### src/sscar_pkg.sv
// Package with the register map, field layout and address constants of the sound router.
package sscar_pkg;
  localparam logic [15:0] CFG_ADDR = 16'hD0F4;
  localparam logic [7:0] CFG_RESET = 8'h00;
  localparam int PHYS_LSB = 3;
  localparam int EMU_LSB = 0;
  localparam logic [15:0] PAGE_D4 = 16'hD400;
  localparam logic [15:0] PAGE_D5 = 16'hD500;
  localparam logic [15:0] PAGE_D7 = 16'hD700;
  localparam logic [15:0] PAGE_DE = 16'hDE00;
  localparam logic [15:0] PAGE_DF = 16'hDF00;
  localparam logic [15:0] BASE_D420 = 16'hD420;
  localparam int SOUND_SEL_BIT = 5;
  localparam int PAGE_SEL_BIT = 8;
  localparam logic [4:0] REG_IDX_MASK = 5'h1F;
  typedef enum logic [2:0] {
    PHYS_SINGLE = 3'h0,
    PHYS_D420 = 3'h1,
    PHYS_RSVD = 3'h2,
    PHYS_RSVD3 = 3'h3,
    PHYS_D500 = 3'h4,
    PHYS_D700 = 3'h5,
    PHYS_DE00 = 3'h6,
    PHYS_DF00 = 3'h7
  } sscar_phys_t;
  typedef enum logic [2:0] {
    EMU_SINGLE = 3'h0,
    EMU_ADDR5 = 3'h1,
    EMU_RSVD = 3'h2,
    EMU_RSVD3 = 3'h3,
    EMU_ADDR8 = 3'h4,
    EMU_ADDR8_ALT = 3'h5,
    EMU_IO1 = 3'h6,
    EMU_IO2 = 3'h7
  } sscar_emu_t;
endpackage

### src/sscar_dec_if.sv
// Interface carrying an access and its decode result between the router and its decoder.
`timescale 1ns/1ps
interface sscar_dec_if;
  logic [15:0] addr;
  logic [2:0] emu_code;
  logic d7_area_on;
  logic cart_io1_on;
  logic cart_io2_on;
  logic first_hit;
  logic second_hit;
  modport router (output addr, output emu_code, output d7_area_on, output cart_io1_on,
                  output cart_io2_on, input first_hit, input second_hit);
  modport decoder (input addr, input emu_code, input d7_area_on, input cart_io1_on,
                   input cart_io2_on, output first_hit, output second_hit);
endinterface

### src/sscar_emu_decode.sv
// Decoder that places the two emulated generators in the host address space.
`timescale 1ns/1ps
module sscar_emu_decode
  import sscar_pkg::*;
(
  sscar_dec_if.decoder dec // Access to decode and its result.
);
  logic in_sound;
  logic in_d7;
  logic in_de;
  logic in_df;
  logic stereo;

  assign in_sound = dec.addr[15:10] == PAGE_D4[15:10];
  assign in_d7 = dec.addr[15:8] == PAGE_D7[15:8];
  assign in_de = dec.addr[15:8] == PAGE_DE[15:8];
  assign in_df = dec.addr[15:8] == PAGE_DF[15:8];
  // Reserved codes decode as single, so nothing new appears in the map.
  assign stereo = !(dec.emu_code inside {EMU_SINGLE, EMU_RSVD, EMU_RSVD3});

  always_comb begin
    dec.second_hit = 1'b0;
    if (stereo) begin
      unique case (dec.emu_code)
        EMU_ADDR5: dec.second_hit = in_sound && dec.addr[SOUND_SEL_BIT];
        EMU_ADDR8, EMU_ADDR8_ALT: dec.second_hit = in_sound && dec.addr[PAGE_SEL_BIT];
        EMU_IO1: dec.second_hit = in_de && !dec.cart_io1_on;
        EMU_IO2: dec.second_hit = in_df && !dec.cart_io2_on;
        default: dec.second_hit = 1'b0;
      endcase
    end
    // The extra memory area at D7xx takes the access before any generator.
    if (in_d7 && dec.d7_area_on) begin
      dec.second_hit = 1'b0;
    end
  end

  // The first generator keeps the rest of the sound area in every setting, except D7xx while the memory area there is enabled.
  assign dec.first_hit = in_sound && !dec.second_hit && !(in_d7 && dec.d7_area_on);
endmodule // sscar_emu_decode

### src/sscar_router.sv
// Top of the sound router: configuration register, write routing and audio mapping.
//
// Contract
// - Stereo with one real chip: only left-channel writes reach that chip.
// - Two real chips active: left writes to first, right writes to second.
// - Real second chip address is translated independently of the emulated address.
// - Cartridge expansion I/O pages win over a second generator mapped there.
// - Bits 5..3 choose the real second chip location; 010 reserved.
// - Bits 2..0 choose single or stereo emulation and second generator decoding.
// - Code 001 selects second generator by address bit 5 in D4xx.
// - The first expansion select setting puts the second generator at DE00.
// - The second expansion select setting puts the second generator at DF00.
// - Single emulation plays the generator on both outputs as mono.
// - Stereo settings keep the first generator at D400 on left output.
// - Stereo settings play the second generator on the right output.
// - An enabled D700 memory area wins over a second generator there.
`timescale 1ns/1ps
module sscar_router
  import sscar_pkg::*;
#(
  parameter int SAMPLE_W = 16,
  parameter logic [7:0] CFG_INIT = CFG_RESET
) (
  input wire logic CLK, // System clock, 20 MHz.
  input wire logic RESET, // Asynchronous reset, active high.
  input wire logic [15:0] ADDR, // Host bus address.
  input wire logic [7:0] WDATA, // Host bus write data.
  input wire logic WR, // Write strobe, one cycle.
  input wire logic RD, // Read strobe, one cycle.
  input wire logic CFG_MODE, // Configuration registers visible.
  input wire logic D7_AREA_ON, // Extra memory at D7xx enabled.
  input wire logic CART_IO1_ON, // Cartridge emulation owns DExx.
  input wire logic CART_IO2_ON, // Cartridge emulation owns DFxx.
  input wire logic [SAMPLE_W-1:0] GEN0_SAMPLE, // First emulated generator output.
  input wire logic [SAMPLE_W-1:0] GEN1_SAMPLE, // Second emulated generator output.
  output logic [7:0] RDATA, // Configuration read data.
  output logic RDATA_VALID, // Read data valid, one cycle.
  output logic [7:0] CFG, // Current configuration value.
  output logic GEN0_WR, // Write pulse to first generator.
  output logic GEN1_WR, // Write pulse to second generator.
  output logic [4:0] GEN_REG, // Generator register index.
  output logic [7:0] GEN_DATA, // Generator write data.
  output logic CHIP0_WR, // Write pulse to first real chip.
  output logic CHIP1_WR, // Write pulse to second real chip.
  output logic [15:0] CHIP_ADDR, // Translated bus address for a real chip.
  output logic [7:0] CHIP_DATA, // Real chip write data.
  output logic FIRST_EXPANSION_IO_SELECT, // Second chip select on DExx line.
  output logic SECOND_EXPANSION_IO_SELECT, // Second chip select on DFxx line.
  output logic [SAMPLE_W-1:0] AUDIO_LEFT, // Left audio output.
  output logic [SAMPLE_W-1:0] AUDIO_RIGHT // Right audio output.
);
  // Refuse a sample width that leaves no bits to carry audio.
  if (SAMPLE_W < 1) begin : g_bad_width
    $error("SAMPLE_W must be at least 1");
  end

  logic [7:0] sound_emulation_config;
  logic [2:0] phys_code;
  logic [2:0] emu_code;
  logic emu_stereo;
  logic phys_valid;
  logic [15:0] phys_base;
  logic cfg_hit;
  logic [4:0] reg_idx;
  logic left_wr;
  logic right_wr;
  logic right_to_chip;

  sscar_dec_if dec ();
  sscar_emu_decode u_dec (
    .dec(dec)
  );

  assign phys_code = sound_emulation_config[PHYS_LSB +: 3];
  assign emu_code = sound_emulation_config[EMU_LSB +: 3];
  assign emu_stereo = !(emu_code inside {EMU_SINGLE, EMU_RSVD, EMU_RSVD3});
  assign phys_valid = !(phys_code inside {PHYS_SINGLE, PHYS_RSVD, PHYS_RSVD3});
  assign cfg_hit = CFG_MODE && (ADDR == CFG_ADDR);
  assign reg_idx = ADDR[4:0] & REG_IDX_MASK;

  // A left-channel write is any write that the first generator decodes.
  assign left_wr = WR && dec.first_hit;
  assign right_wr = WR && dec.second_hit;
  // A right write only reaches a real chip when one is fitted and stereo is on.
  assign right_to_chip = right_wr && emu_stereo && phys_valid;

  assign dec.addr = ADDR;
  assign dec.emu_code = emu_code;
  assign dec.d7_area_on = D7_AREA_ON;
  assign dec.cart_io1_on = CART_IO1_ON;
  assign dec.cart_io2_on = CART_IO2_ON;

  // Bus location of the real second chip, unrelated to the emulated location.
  always_comb begin
    phys_base = BASE_D420;
    unique case (phys_code)
      PHYS_D500: phys_base = PAGE_D5;
      PHYS_D700: phys_base = PAGE_D7;
      PHYS_DE00: phys_base = PAGE_DE;
      PHYS_DF00: phys_base = PAGE_DF;
      default: phys_base = BASE_D420;
    endcase
  end

  // Bits 7 and 6 are stored as written; software keeps them zero.
  always_ff @(posedge CLK or posedge RESET) begin
    if (RESET) begin
      sound_emulation_config <= CFG_INIT;
    end else if (WR && cfg_hit) begin
      sound_emulation_config <= WDATA;
    end
  end

  // Read data is held until the next read hit, so software may pick it up late.
  always_ff @(posedge CLK or posedge RESET) begin
    if (RESET) begin
      RDATA <= 8'h00;
    end else if (RD && cfg_hit) begin
      RDATA <= sound_emulation_config;
    end
  end

  always_ff @(posedge CLK or posedge RESET) begin
    if (RESET) begin
      RDATA_VALID <= 1'b0;
    end else begin
      RDATA_VALID <= RD && cfg_hit;
    end
  end

  // Emulated generator write pulses.
  always_ff @(posedge CLK or posedge RESET) begin
    if (RESET) begin
      GEN0_WR <= 1'b0;
      GEN1_WR <= 1'b0;
    end else begin
      GEN0_WR <= left_wr;
      GEN1_WR <= right_wr;
    end
  end

  // Register index and data of the last write, shared by both generators.
  always_ff @(posedge CLK or posedge RESET) begin
    if (RESET) begin
      GEN_REG <= 5'h00;
      GEN_DATA <= 8'h00;
    end else if (WR) begin
      GEN_REG <= reg_idx;
      GEN_DATA <= WDATA;
    end
  end

  // Real chip writes. A right-channel write without an active second chip is dropped,
  // because forwarding it would overwrite the left channel in the only chip.
  always_ff @(posedge CLK or posedge RESET) begin
    if (RESET) begin
      CHIP0_WR <= 1'b0;
      CHIP1_WR <= 1'b0;
    end else begin
      CHIP0_WR <= left_wr;
      CHIP1_WR <= right_to_chip;
    end
  end

  // A second chip wired to an expansion select line sees only its own writes there.
  always_ff @(posedge CLK or posedge RESET) begin
    if (RESET) begin
      FIRST_EXPANSION_IO_SELECT <= 1'b0;
      SECOND_EXPANSION_IO_SELECT <= 1'b0;
    end else begin
      FIRST_EXPANSION_IO_SELECT <= right_to_chip && (phys_code == PHYS_DE00);
      SECOND_EXPANSION_IO_SELECT <= right_to_chip && (phys_code == PHYS_DF00);
    end
  end

  // The address is translated even for a dropped right write; only the pulse is held back.
  always_ff @(posedge CLK or posedge RESET) begin
    if (RESET) begin
      CHIP_ADDR <= 16'h0000;
      CHIP_DATA <= 8'h00;
    end else if (left_wr) begin
      CHIP_ADDR <= {PAGE_D4[15:5], reg_idx};
      CHIP_DATA <= WDATA;
    end else if (right_wr) begin
      CHIP_ADDR <= {phys_base[15:5], reg_idx};
      CHIP_DATA <= WDATA;
    end
  end

  // Audio mapping. The left output always follows the first generator.
  always_ff @(posedge CLK or posedge RESET) begin
    if (RESET) begin
      AUDIO_LEFT <= '0;
    end else begin
      AUDIO_LEFT <= GEN0_SAMPLE;
    end
  end

  // In mono the first generator is copied to the right output as well.
  always_ff @(posedge CLK or posedge RESET) begin
    if (RESET) begin
      AUDIO_RIGHT <= '0;
    end else begin
      AUDIO_RIGHT <= emu_stereo ? GEN1_SAMPLE : GEN0_SAMPLE;
    end
  end

  assign CFG = sound_emulation_config;
endmodule // sscar_router

### config.mk
export PLATFORM = sky130hd
export DESIGN_NAME = sscar_router
export DESIGN_NICKNAME = d
export VERILOG_FILES = /design/src/sscar_pkg.sv /design/src/sscar_dec_if.sv /design/src/sscar_emu_decode.sv /design/src/sscar_router.sv
export SDC_FILE = /design/constraint.sdc
export NUM_CORES = 1
export LEC_CHECK = 0
export BUFFER_PORTS_ARGS = -buffer_cell sky130_fd_sc_hd__buf_2
export CAP_MARGIN = 20
export CORE_MARGIN = 2
export CORE_UTILIZATION = 35
export DETAILED_ROUTE_END_ITERATION = 8
export GPL_ROUTABILITY_DRIVEN = 0
export PLACE_DENSITY = 0.63
export SLEW_MARGIN = 20
export SYNTH_ARGS = -nofsm -noshare
export SYNTH_HDL_FRONTEND = slang
export SYNTH_HIERARCHICAL = 1
export SYNTH_SLANG_ARGS = --single-unit
### constraint.sdc
create_clock -name CLK -period 4.6 [get_ports CLK]
set_input_delay 0.23 -clock CLK [delete_from_list [all_inputs] [get_ports CLK]]
set_output_delay 0.23 -clock CLK [all_outputs]
set_load 0.1 [all_outputs]
==> results.md, run 1 <==
* Outcome: finished clean
* Finished layout cell area at 0.00448 mm2
* CTS tree: done
* Skew final at 8.57 ps
* Vias per std cell at 4.59
* Mapped Avg Cell Area at 15.9 um2
* Seq pwr share at 42.9%
* Synth Area in Compound Gates at 2.35%
* Port Buf Inserts at 152
* Post-synth cell types at 35
* Power share of the combinational group at 27.4%
* Leakage power at 2.37 nW
* Die Width at 100 um
* I/O Pins at 156
* Max Cap Viol at 0
* Clock sinks at 85
* Maximum VDD drop at 203 uV
* Largest net degree at the start of global routing at 55
* F_max at 395 MHz
* Final wirelength at 7330 um
* Synth Area in XOR/XNOR at 0%
* Worst Reg2Reg Path Length in Cells at 5
* NetSw at 0.695 mW
* CTS max path bufs at 2
* Core ar. at 0.00911 mm2
* Initial Util at 35.7%
* # setup viols final at 0
* Antenna violations before repair at 0
* Placement Cell Area at 0.00411 mm2
* Drt first pass iters at 4
* Setup TNS at 0 ps
* Nets@finish at 440
* Critical path class: flop to flop
* Synth Area in Adders at 0%
* Antenna Nets Post-Route at 0
* Final period utilization at 55.1%
* Placed Cells at 459
* CP startpoint: CFG[2]
* Maximum fanout along the worst path at 17
* End point of the critical path: CHIP_DATA[6]
* Area Growth Syn to Fin at 38.0%
* CP endpoint kind: flop
* Cts bufs inserted at 9
* Register area share after synthesis at 65.5%
* H-tree depth at 3
* Detail Placement HPWL at 5310 um
* Global-route wire length before repair at 11400 um
* Startpoint Class: flop
* Post-Synth Simple-Gate Area at 7.35%
* Hold path depth at 2
* Arr. time, crit path at 2760 ps
* Slew @ Worst Pin at 938 ps
* Grt ovf at 0
* Clock root cell: clkbuf_8
* Reg2reg setup slack at 2070 ps
* Worst Min Path Start: GEN1_SAMPLE[5]
* Tmin final at 2530 ps
* Fill cell count at 843
* Fin. max-slew vios at 0
* Count of final hold-check violations at 0
* Ys Warns at 6
* Overall routing resource usage at 14.9%
* Post-Syn Area at 0.00325 mm2
* Post-CTS Setup Inserts at 0
* Commonest non-fill, non-tap cell in the layout: buf_2
* Switching part of the total at 37.0%
* Cells after Synth at 204
* 1st-iter DRT viols at 44
* Yosys reg bits at 85
* Worst Hold Slack at 117 ps
* Final Non-Filler Cells at 492
* Rel. slew slack at 37.5%
* Clock power share at 29.7%
* Ratio of cells with drive above 1 in the final layout at 61.4%
* Residual DRC at 0
* Rows at 35
* Unrepaired setup endpoints after global routing: no
* Worst Hold Class: primary input to flop
* Critical R2R Launch: CFG[2]
* WL/cell at 14.9 um
* DR vias at 2259
* R2R Path End: CHIP_DATA[6]
* CP required at 4820 ps
* Power Internal at 1.18 mW
* Largest family of logic cells by synthesized area: multiplexers
* Post-synthesis mux area share at 21.9%
* Clock latency on the worst-skew pair at 340 ps
* Clock transition at path regs at 80 ps
* Commonest cells after routing, fill and taps aside: buf_2 (152), dfrtp_1 (85), mux2_2 (42)
* Die ar. at 0.0101 mm2
* Vias in the first global route at 2325
* # diodes at 0
* Chip Height at 100 um
* Cell Pwr Density at 419 mW/mm2
-- sequential cells by signal (all words and copies together), names as in the netlist --
| signal | flops |
|---|---|
| RDATA_VALID | 1 |
| GEN_DATA | 8 |
| CHIP1_WR | 1 |
| GEN1_WR | 1 |
| GEN_REG | 5 |
| CHIP0_WR | 1 |
| CFG | 8 |
| AUDIO_RIGHT | 16 |
| SECOND_EXPANSION_IO_SELECT | 1 |
| CHIP_ADDR | 10 |
| FIRST_EXPANSION_IO_SELECT | 1 |
| RDATA | 8 |
| AUDIO_LEFT | 16 |
| CHIP_DATA | 8 |
-- worst min-delay path by stage --
stage | slack (ps) | end
after global routing | 100 | AUDIO_RIGHT[9]
after floorplan | 260 | AUDIO_LEFT[0]
after global placement | 280 | AUDIO_RIGHT[3]
final | 120 | AUDIO_RIGHT[5]
after CTS | 90 | AUDIO_RIGHT[5]
after detailed placement | 290 | AUDIO_RIGHT[3]
-- cells in the mapped netlist --
cell type  number  area [um2]
and4bb_1        1        12.5
nand2_1         7        26.3
nor3_1          2        10.0
mux2_4         16         240
nor2_1          2        7.51
mux2_2         42         473
a21oi_1         2        10.0
nand3_4         2        35.0
buf_1           1        3.75
o22ai_1         1        6.26
a211o_1         1        8.76
and3b_1         1        8.76
buf_4           7        52.6
nor4_1          1        6.26
nand2b_1        2        12.5
nand4_1         1        6.26
nand4b_1        1        8.76
a21oi_2         1        8.76
nor3_2          1        10.0
or4_4           1        11.3
nand3b_1        3        22.5
and3_2          2        15.0
conb_1          1        3.75
inv_1           5        18.8
and4b_1         1        10.0
o21ai_1         1        5.00
o22a_1          1        8.76
o21ai_0         4        20.0
o2111ai_1       1        8.76
buf_2           3        15.0
nand3_1         1        5.00
nor3_4          1        16.3
nor4b_1         1        8.76
and2_1          1        6.26
dfrtp_1        85        2130
-- area by class of cell --
cell class	count	area [um2]	share of cell area [%]
clock inverter	4	72.6	1.62
sequential	85	2130	47.4
inverter	5	20.0	0.447
tap	111	139	3.10
multi-input combinational	105	1050	23.4
clock buffer	12	135	3.01
timing repair buffer	170	938	20.9
-- metrics by stage --
step / worst slack (ps) / utilization [%] / total power, mW
after global placement: 2180 / 45.0 / 1.32
after CTS: 2010 / 49.2 / 1.91
after detailed placement: 2020 / 45.1 / 1.33
after floorplan: 1760 / - / 1.24
final: 2070 / 49.2 / 1.88
after global routing: 1890 / 49.2 / 1.95
-- cells by family (layout without fill, tap and decap cells) --
kind of cell / after synthesis / after routing
mux: 58 / 58
buf+inv: 16 / 191
simple gates: 32 / 32
flops: 85 / 85
compound gates: 12 / 12
other cells: 1 / 3
-- worst max-delay path, cell delays in order, from the launching register on --
cell	delay, ps
dfrtp_1	470
nand3b_1	200
a211o_1	320
and4bb_1	250
o21ai_2	760
mux2_2	420
-- power by group through the flow --
| stage | Combinational [mW] | Clock (mW) | Sequential, mW |
|---|---|---|---|
| 2_1_floorplan | 0.107 | 0 | 1.13 |
| 3_3_place_gp | 0.504 | 0 | 0.820 |
| 3_5_place_dp | 0.508 | 0 | 0.821 |
| 4_1_cts | 0.519 | 0.584 | 0.806 |
| 5_1_grt | 0.532 | 0.609 | 0.812 |
| 6_report | 0.515 | 0.558 | 0.806 |
-- repair_timing --
item | in CTS | in global routing
hold buffers | 17 | 0
gates resized for setup | 0 | 0
endpoints found under the hold margin | 47 | 0
-- layer usage --
layer  up-vias  share of wire [%]  GRT usage, %
met4         0               0.98          5.06
met5         -                  0             0
met1      1110                 43          17.9
met2        83                 51          25.9
li1       1058                  -             -
met3         8                5.8          3.97
Note: power is estimated with default switching activity, not from simulation.
==> inputs of run 2 (changes only) <==
--- a/config.mk
+++ b/config.mk
@@ -5,13 +5,14 @@
 export SDC_FILE = /design/constraint.sdc
 export NUM_CORES = 1
 export LEC_CHECK = 0
+export ABC_AREA = 1
 export BUFFER_PORTS_ARGS = -buffer_cell sky130_fd_sc_hd__buf_2
 export CAP_MARGIN = 20
 export CORE_MARGIN = 2
 export CORE_UTILIZATION = 35
 export DETAILED_ROUTE_END_ITERATION = 8
 export GPL_ROUTABILITY_DRIVEN = 0
-export PLACE_DENSITY = 0.63
+export PLACE_DENSITY = 0.65
 export SLEW_MARGIN = 20
 export SYNTH_ARGS = -nofsm -noshare
 export SYNTH_HDL_FRONTEND = slang
==> constraint.sdc (replaced) <==
create_clock -name CLK -period 2.2 [get_ports CLK]
set_input_delay 0.11 -clock CLK [delete_from_list [all_inputs] [get_ports CLK]]
set_output_delay 0.11 -clock CLK [all_outputs]
set_load 0.1 [all_outputs]
==> results.md, run 2 <==
* CP startpoint: CFG[2]
* Final wirelength at 9030 um
* Critical path class: flop to flop
* Unrepaired setup endpoints after global routing: no
* Clock transition at path regs at 90 ps
* Skew final at 12.1 ps
* Crit path max-delay family: simple AND/OR/NAND/NOR gates
* Slew @ Worst Pin at 624 ps
* Post-synth EDFFs at 0
* Rel. slew slack at 58.3%
* Antenna violations before repair at 0
* Cells after Synth at 314
* Arr. time, crit path at 1970 ps
* Worst Reg2Reg Path Length in Cells at 10
* Die Width at 103 um
* # setup viols final at 0
* CP required at 2430 ps
* Tmin final at 1740 ps
* Setup TNS at 0 ps
* Power Internal at 2.34 mW
* Fill cell count at 930
* Drt first pass iters at 4
* Multi-input gate area at 0.00111 mm2
* Ys Warns at 6
* Switching part of the total at 39.8%
* Ys flop type: dfrtp_1
* Clock power share at 27.5%
* Seq pwr share at 43.4%
* Register Area at 0.00213 mm2
* Clock root cell: clkbuf_8
* Crit path depth at 10
* Vias in the first global route at 2708
* Largest net degree at the start of global routing at 86
* Critical R2R Launch: CFG[2]
* Ratio of cells with drive above 1 in the final layout at 44.1%
* CTS tree: done
* Biggest regs: AUDIO_LEFT x16, AUDIO_RIGHT x16, CHIP_ADDR x10
* End point of the critical path: CHIP_ADDR[14]
* Post-Syn Area at 0.00345 mm2
* Final core occ at 50.3%
* Crit-path slowest cell: dfrtp_2
* WL/cell at 14.1 um
* DR vias at 2813
* Hold path depth at 3
* Clock sinks at 85
* Overall routing resource usage at 16.9%
* Power share of the combinational group at 29.1%
* Ys async rst share at 100%
* CP endpoint kind: flop
* Cell mode on critical path: nand2_1
* Startpoint Class: flop
* Global-route wire length before repair at 13600 um
* Reg2reg setup slack at 460 ps
* Chip Height at 103 um
* Grt ovf at 0
* Residual DRC at 0
* Largest stage delay on the critical path at 440 ps
* Commonest cells after routing, fill and taps aside: buf_2 (152), nand2_1 (95), dfrtp_1 (84)
* Leakage power at 2.66 nW
* Top-count cell post-synth: nand2_1
* Area contributors post-synth: dfrtp_1 (62%), nand2_1 (10%), mux2_2 (9.1%)
* Max Cap Viol at 0
* Nets@finish at 567
* Yosys reg bits at 85
* I/O Pins at 156
* Commonest non-fill, non-tap cell in the layout: buf_2
* CP cell instances: inv_1 > nor2_1 > nor2_1 > nand3_1 > nand2_1 > a21oi_1 > nand2_1 > nand2_1 > buf_4 > or2_2
* # diodes at 0
* Port Buf Inserts at 152
* Register area share after synthesis at 61.6%
* Dominant cell type by area after synthesis: dfrtp_1
* Initial Util at 35.6%
* Final Non-Filler Cells at 641
* Placed Cells at 587
* CTS max path bufs at 2
* Fin. max-slew vios at 0
* Mapped Avg Cell Area at 11.0 um2
* Post-synth top cells: nand2_1 (95), dfrtp_1 (85), mux2_2 (28)
* Post-synth cell types at 29
* Post-synth top area share at 61.6%
* Final period utilization at 79.0%
* Antenna Nets Post-Route at 0
* Cts bufs inserted at 9
* Buf/Inv on CP at 2
* 1st-iter DRT viols at 93
* Core ar. at 0.00968 mm2
* Outcome: finished clean
* CTS resizes at 0
* Maximum VDD drop at 369 uV
* NetSw at 1.55 mW
* Area Growth Syn to Fin at 41.2%
* Vias per std cell at 4.39
* Rows at 36
* Count of final hold-check violations at 0
* F_max at 575 MHz
* Detail Placement HPWL at 6240 um
* H-tree depth at 3
* Die ar. at 0.0107 mm2
* Worst Hold Class: primary input to flop
* Cell Pwr Density at 796 mW/mm2
* Clock latency on the worst-skew pair at 350 ps
* Maximum fanout along the worst path at 13
* R2R Path End: CHIP_ADDR[14]
==> run 2: cell count changes after synthesis, sizes merged, moves of 2 or more <==
cell,delta
nand2,+91
mux2,-30
nor2,+21
inv,+20
nand4,+17
buf,+5
nand3b,-3
nor3,-3
a32o,+2
and3,-2
nand2b,-2
nand3,+2
==> run 2: logic make-up (layout without fill, tap and decap cells) <==
kind of cell / count (synthesis) / in the layout / synth area share (%)
compound gates: 10 / 10 / 2.25
buf+inv: 42 / 234 / 6.38
flops: 85 / 85 / 61.6
mux: 28 / 28 / 9.13
other cells: 1 / 3 / 0.109
simple gates: 148 / 148 / 20.5
==> run 2: per-layer routing <==
layer	share of wire (%)	global-route usage, %	up-vias
li1	-	-	1374
met1	41	21.3	1350
met2	51	28.6	75
met3	5.1	3.36	14
met4	2.4	6.68	0
met5	0	0	-
==> run 2: cell type report <==
cell class | count | share of cell area, %
Sequential cell | 85 | 43.7
Clock inverter | 5 | 0.873
Clock buffer | 11 | 3.11
Inverter | 25 | 2.00
Tap cell | 133 | 3.41
Timing Repair Buffer | 193 | 24.1
Multi-Input combinational cell | 189 | 22.8
==> run 2: worst min-delay path by stage <==
stage | from | endpoint | slack, ps
detailed placement | GEN0_SAMPLE[4] | AUDIO_LEFT[4] | 230
CTS | WDATA[5] | CHIP_DATA[5] | 0.8
finish | WDATA[5] | CHIP_DATA[5] | 6
floorplan | GEN0_SAMPLE[0] | AUDIO_LEFT[0] | 140
global placement | GEN0_SAMPLE[5] | AUDIO_LEFT[5] | 230
global route | WDATA[0] | CHIP_DATA[0] | 20
==> run 2: what timing repair did <==
action,CTS,global route
setup buffers,0,0
hold endpoints to repair,122,0
hold buffers,38,0
==> run 2: through the flow <==
step | setup WS (ps) | hold WS, ps | cell area (um2) | power (mW)
after floorplan | 24.0 | 141 | 3460 | 2.60
after global placement | 564 | 229 | 4300 | 2.79
after detailed placement | 485 | 232 | 4300 | 2.80
after CTS | 453 | 0.777 | 4870 | 3.92
after global routing | 256 | 17.0 | 4870 | 4.04
final | 462 | 6.45 | 4870 | 3.88
==> run 2: power by group through the flow <==
stage	combinational, mW	sequential (mW)	clock, mW
CTS	1.13	1.69	1.10
detailed placement	1.08	1.72	0
finish	1.13	1.69	1.07
floorplan	0.240	2.36	0
global route	1.18	1.70	1.17
global placement	1.07	1.71	0
==> run 2: worst reg2reg max path: stages, from the launching register on <==
cell	delay, ps
dfrtp_2	440
inv_1	150
nor2_1	60
nor2_1	100
nand3_1	70
nand2_1	80
a21oi_1	80
nand2_1	90
nand2_1	80
buf_4	190
or2_2	280
==> inputs of run 3 (changes only) <==
--- a/config.mk
+++ b/config.mk
@@ -5,14 +5,14 @@
 export SDC_FILE = /design/constraint.sdc
 export NUM_CORES = 1
 export LEC_CHECK = 0
-export ABC_AREA = 1
+export ABC_AREA = 0
 export BUFFER_PORTS_ARGS = -buffer_cell sky130_fd_sc_hd__buf_2
 export CAP_MARGIN = 20
 export CORE_MARGIN = 2
 export CORE_UTILIZATION = 35
 export DETAILED_ROUTE_END_ITERATION = 8
 export GPL_ROUTABILITY_DRIVEN = 0
-export PLACE_DENSITY = 0.65
+export PLACE_DENSITY = 0.63
 export SLEW_MARGIN = 20
 export SYNTH_ARGS = -nofsm -noshare
 export SYNTH_HDL_FRONTEND = slang
==> constraint.sdc (replaced) <==
create_clock -name CLK -period 1.7 [get_ports CLK]
set_input_delay 0.085 -clock CLK [delete_from_list [all_inputs] [get_ports CLK]]
set_output_delay 0.085 -clock CLK [all_outputs]
set_load 0.1 [all_outputs]
==> results.md, run 3 (same netlist as run 1, synthesis figures left out) <==
* Area Growth Syn to Fin at 54.0%
* Hold path depth at 2
* Worst Min Path Start: WDATA[3]
* Vias in the first global route at 2550
* Commonest non-fill, non-tap cell in the layout: buf_2
* Tmin final at 1980 ps
* Largest net degree at the start of global routing at 86
* 1st-iter DRT viols at 32
* Detail Placement HPWL at 5460 um
* Clock sinks at 85
* WL/cell at 15.5 um
* Failing checks: negative setup slack
* Unrepaired setup endpoints after global routing: yes
* Placement Cell Area at 0.00425 mm2
* Fin. max-slew vios at 0
* Hold path endpoint: CFG[3]
* Critical path class: flop to flop
* R2R Path End: CHIP_ADDR[2]
* Cts bufs inserted at 9
* F_max at 506 MHz
* Worst Reg2Reg Path Length in Cells at 6
* Vias per std cell at 4.56
* Outcome: finished, violations left
* Setup TNS at -4570 ps
* # diodes at 0
* DR vias at 2436
* Reg2reg setup slack at -280 ps
* Die Width at 100 um
* Startpoint Class: flop
* Critical R2R Launch: CFG[2]
* Placed Cells at 471
* Grt ovf at 0
* Clock root cell: clkbuf_8
* # setup viols final at 20
* Nets@finish at 482
* Skew final at 10.5 ps
* Commonest cells after routing, fill and taps aside: buf_2 (152), dfrtp_1 (82), dlygate4sd3_1 (45)
* Slew @ Worst Pin at 514 ps
* Leakage power at 2.61 nW
* CP required at 1940 ps
* Worst Hold Slack at 30.0 ps
* CP endpoint kind: flop
* Final wirelength at 8270 um
* CTS max path bufs at 2
* Die ar. at 0.0101 mm2
* Ratio of cells with drive above 1 in the final layout at 62.2%
* Maximum fanout along the worst path at 10
* Overall routing resource usage at 16.5%
* Max Cap Viol at 0
* Biggest regs: AUDIO_LEFT x16, AUDIO_RIGHT x16, CHIP_ADDR x10
* Clock transition at path regs at 90 ps
* Port Buf Inserts at 152
* Maximum VDD drop at 354 uV
* Rows at 35
* Final core occ at 54.9%
* I/O Pins at 156
* Chip Height at 100 um
* Finished layout cell area at 0.00500 mm2
* Antenna Nets Post-Route at 0
* Worst Hold Class: primary input to flop
* Rel. slew slack at 66.0%
* CTS tree: done
* Power, Total at 5.09 mW
* Place WS at -282 ps
* Arr. time, crit path at 2220 ps
* Cell Pwr Density at 1020 mW/mm2
* Final Non-Filler Cells at 534
* H-tree depth at 3
* Final period utilization at 116%
* Clock latency on the worst-skew pair at 350 ps
* Initial Util at 35.7%
* Core ar. at 0.00911 mm2
* Final worst slack at -276 ps
* Residual DRC at 0
* Count of final hold-check violations at 0
* Drt first pass iters at 4
* Antenna violations before repair at 0
* Global-route wire length before repair at 12700 um
-- run 3: critical path, stage by stage (launching register included) --
cell and delay [ps]:
dfrtp_4 490, nand3b_1 170, a211o_1 280, and4bb_2 270, o21ai_4 170, buf_12 160, mux2_2 330
-- run 3: timing repair --
item / 4_1_cts / 5_1_grt
gates resized for setup: 8 / 13
hold buffers: 45 / 0
hold endpoints to repair: 144 / 0
buffers inserted: 2 / 0
pin swaps: 1 / 7
endpoints found under the setup margin: 21 / 38
-- run 3: cell type report --
cell class | instances | area [um2]
Fill cell | 773 | 4110
Sequential cell | 85 | 2140
Timing Repair Buffer | 212 | 1370
Multi-Input combinational cell | 105 | 1140
Tap cell | 111 | 139
Clock buffer | 9 | 124
Clock inverter | 7 | 73.8
Inverter | 5 | 22.5
-- run 3: worst max path at each step --
stage           start            to  slack (ps)
6_report       CFG[2]  CHIP_ADDR[2]        -280
5_1_grt        CFG[2]  CHIP_DATA[2]        -330
4_1_cts        CFG[2]  CHIP_DATA[5]        -270
3_5_place_dp   CFG[2]  CHIP_ADDR[9]        -280
3_3_place_gp   CFG[2]  CHIP_ADDR[4]        -220
2_1_floorplan  CFG[2]  CHIP_ADDR[0]        -500
-- run 3: power breakdown --
group	switching, mW	total, mW	internal (mW)
clock	0.747	1.43	0.687
combinational	1.18	1.48	0.297
sequential	0.0492	2.18	2.13
total	1.98	5.09	3.12
-- run 3: layer usage --
layer | GRT usage [%] | vias up | routed length (um)
met5 | 0 | - | 0
met4 | 8.01 | 0 | 230
met3 | 2.99 | 18 | 365
met2 | 27.7 | 74 | 4250
met1 | 20.6 | 1211 | 3420
li1 | - | 1133 | -
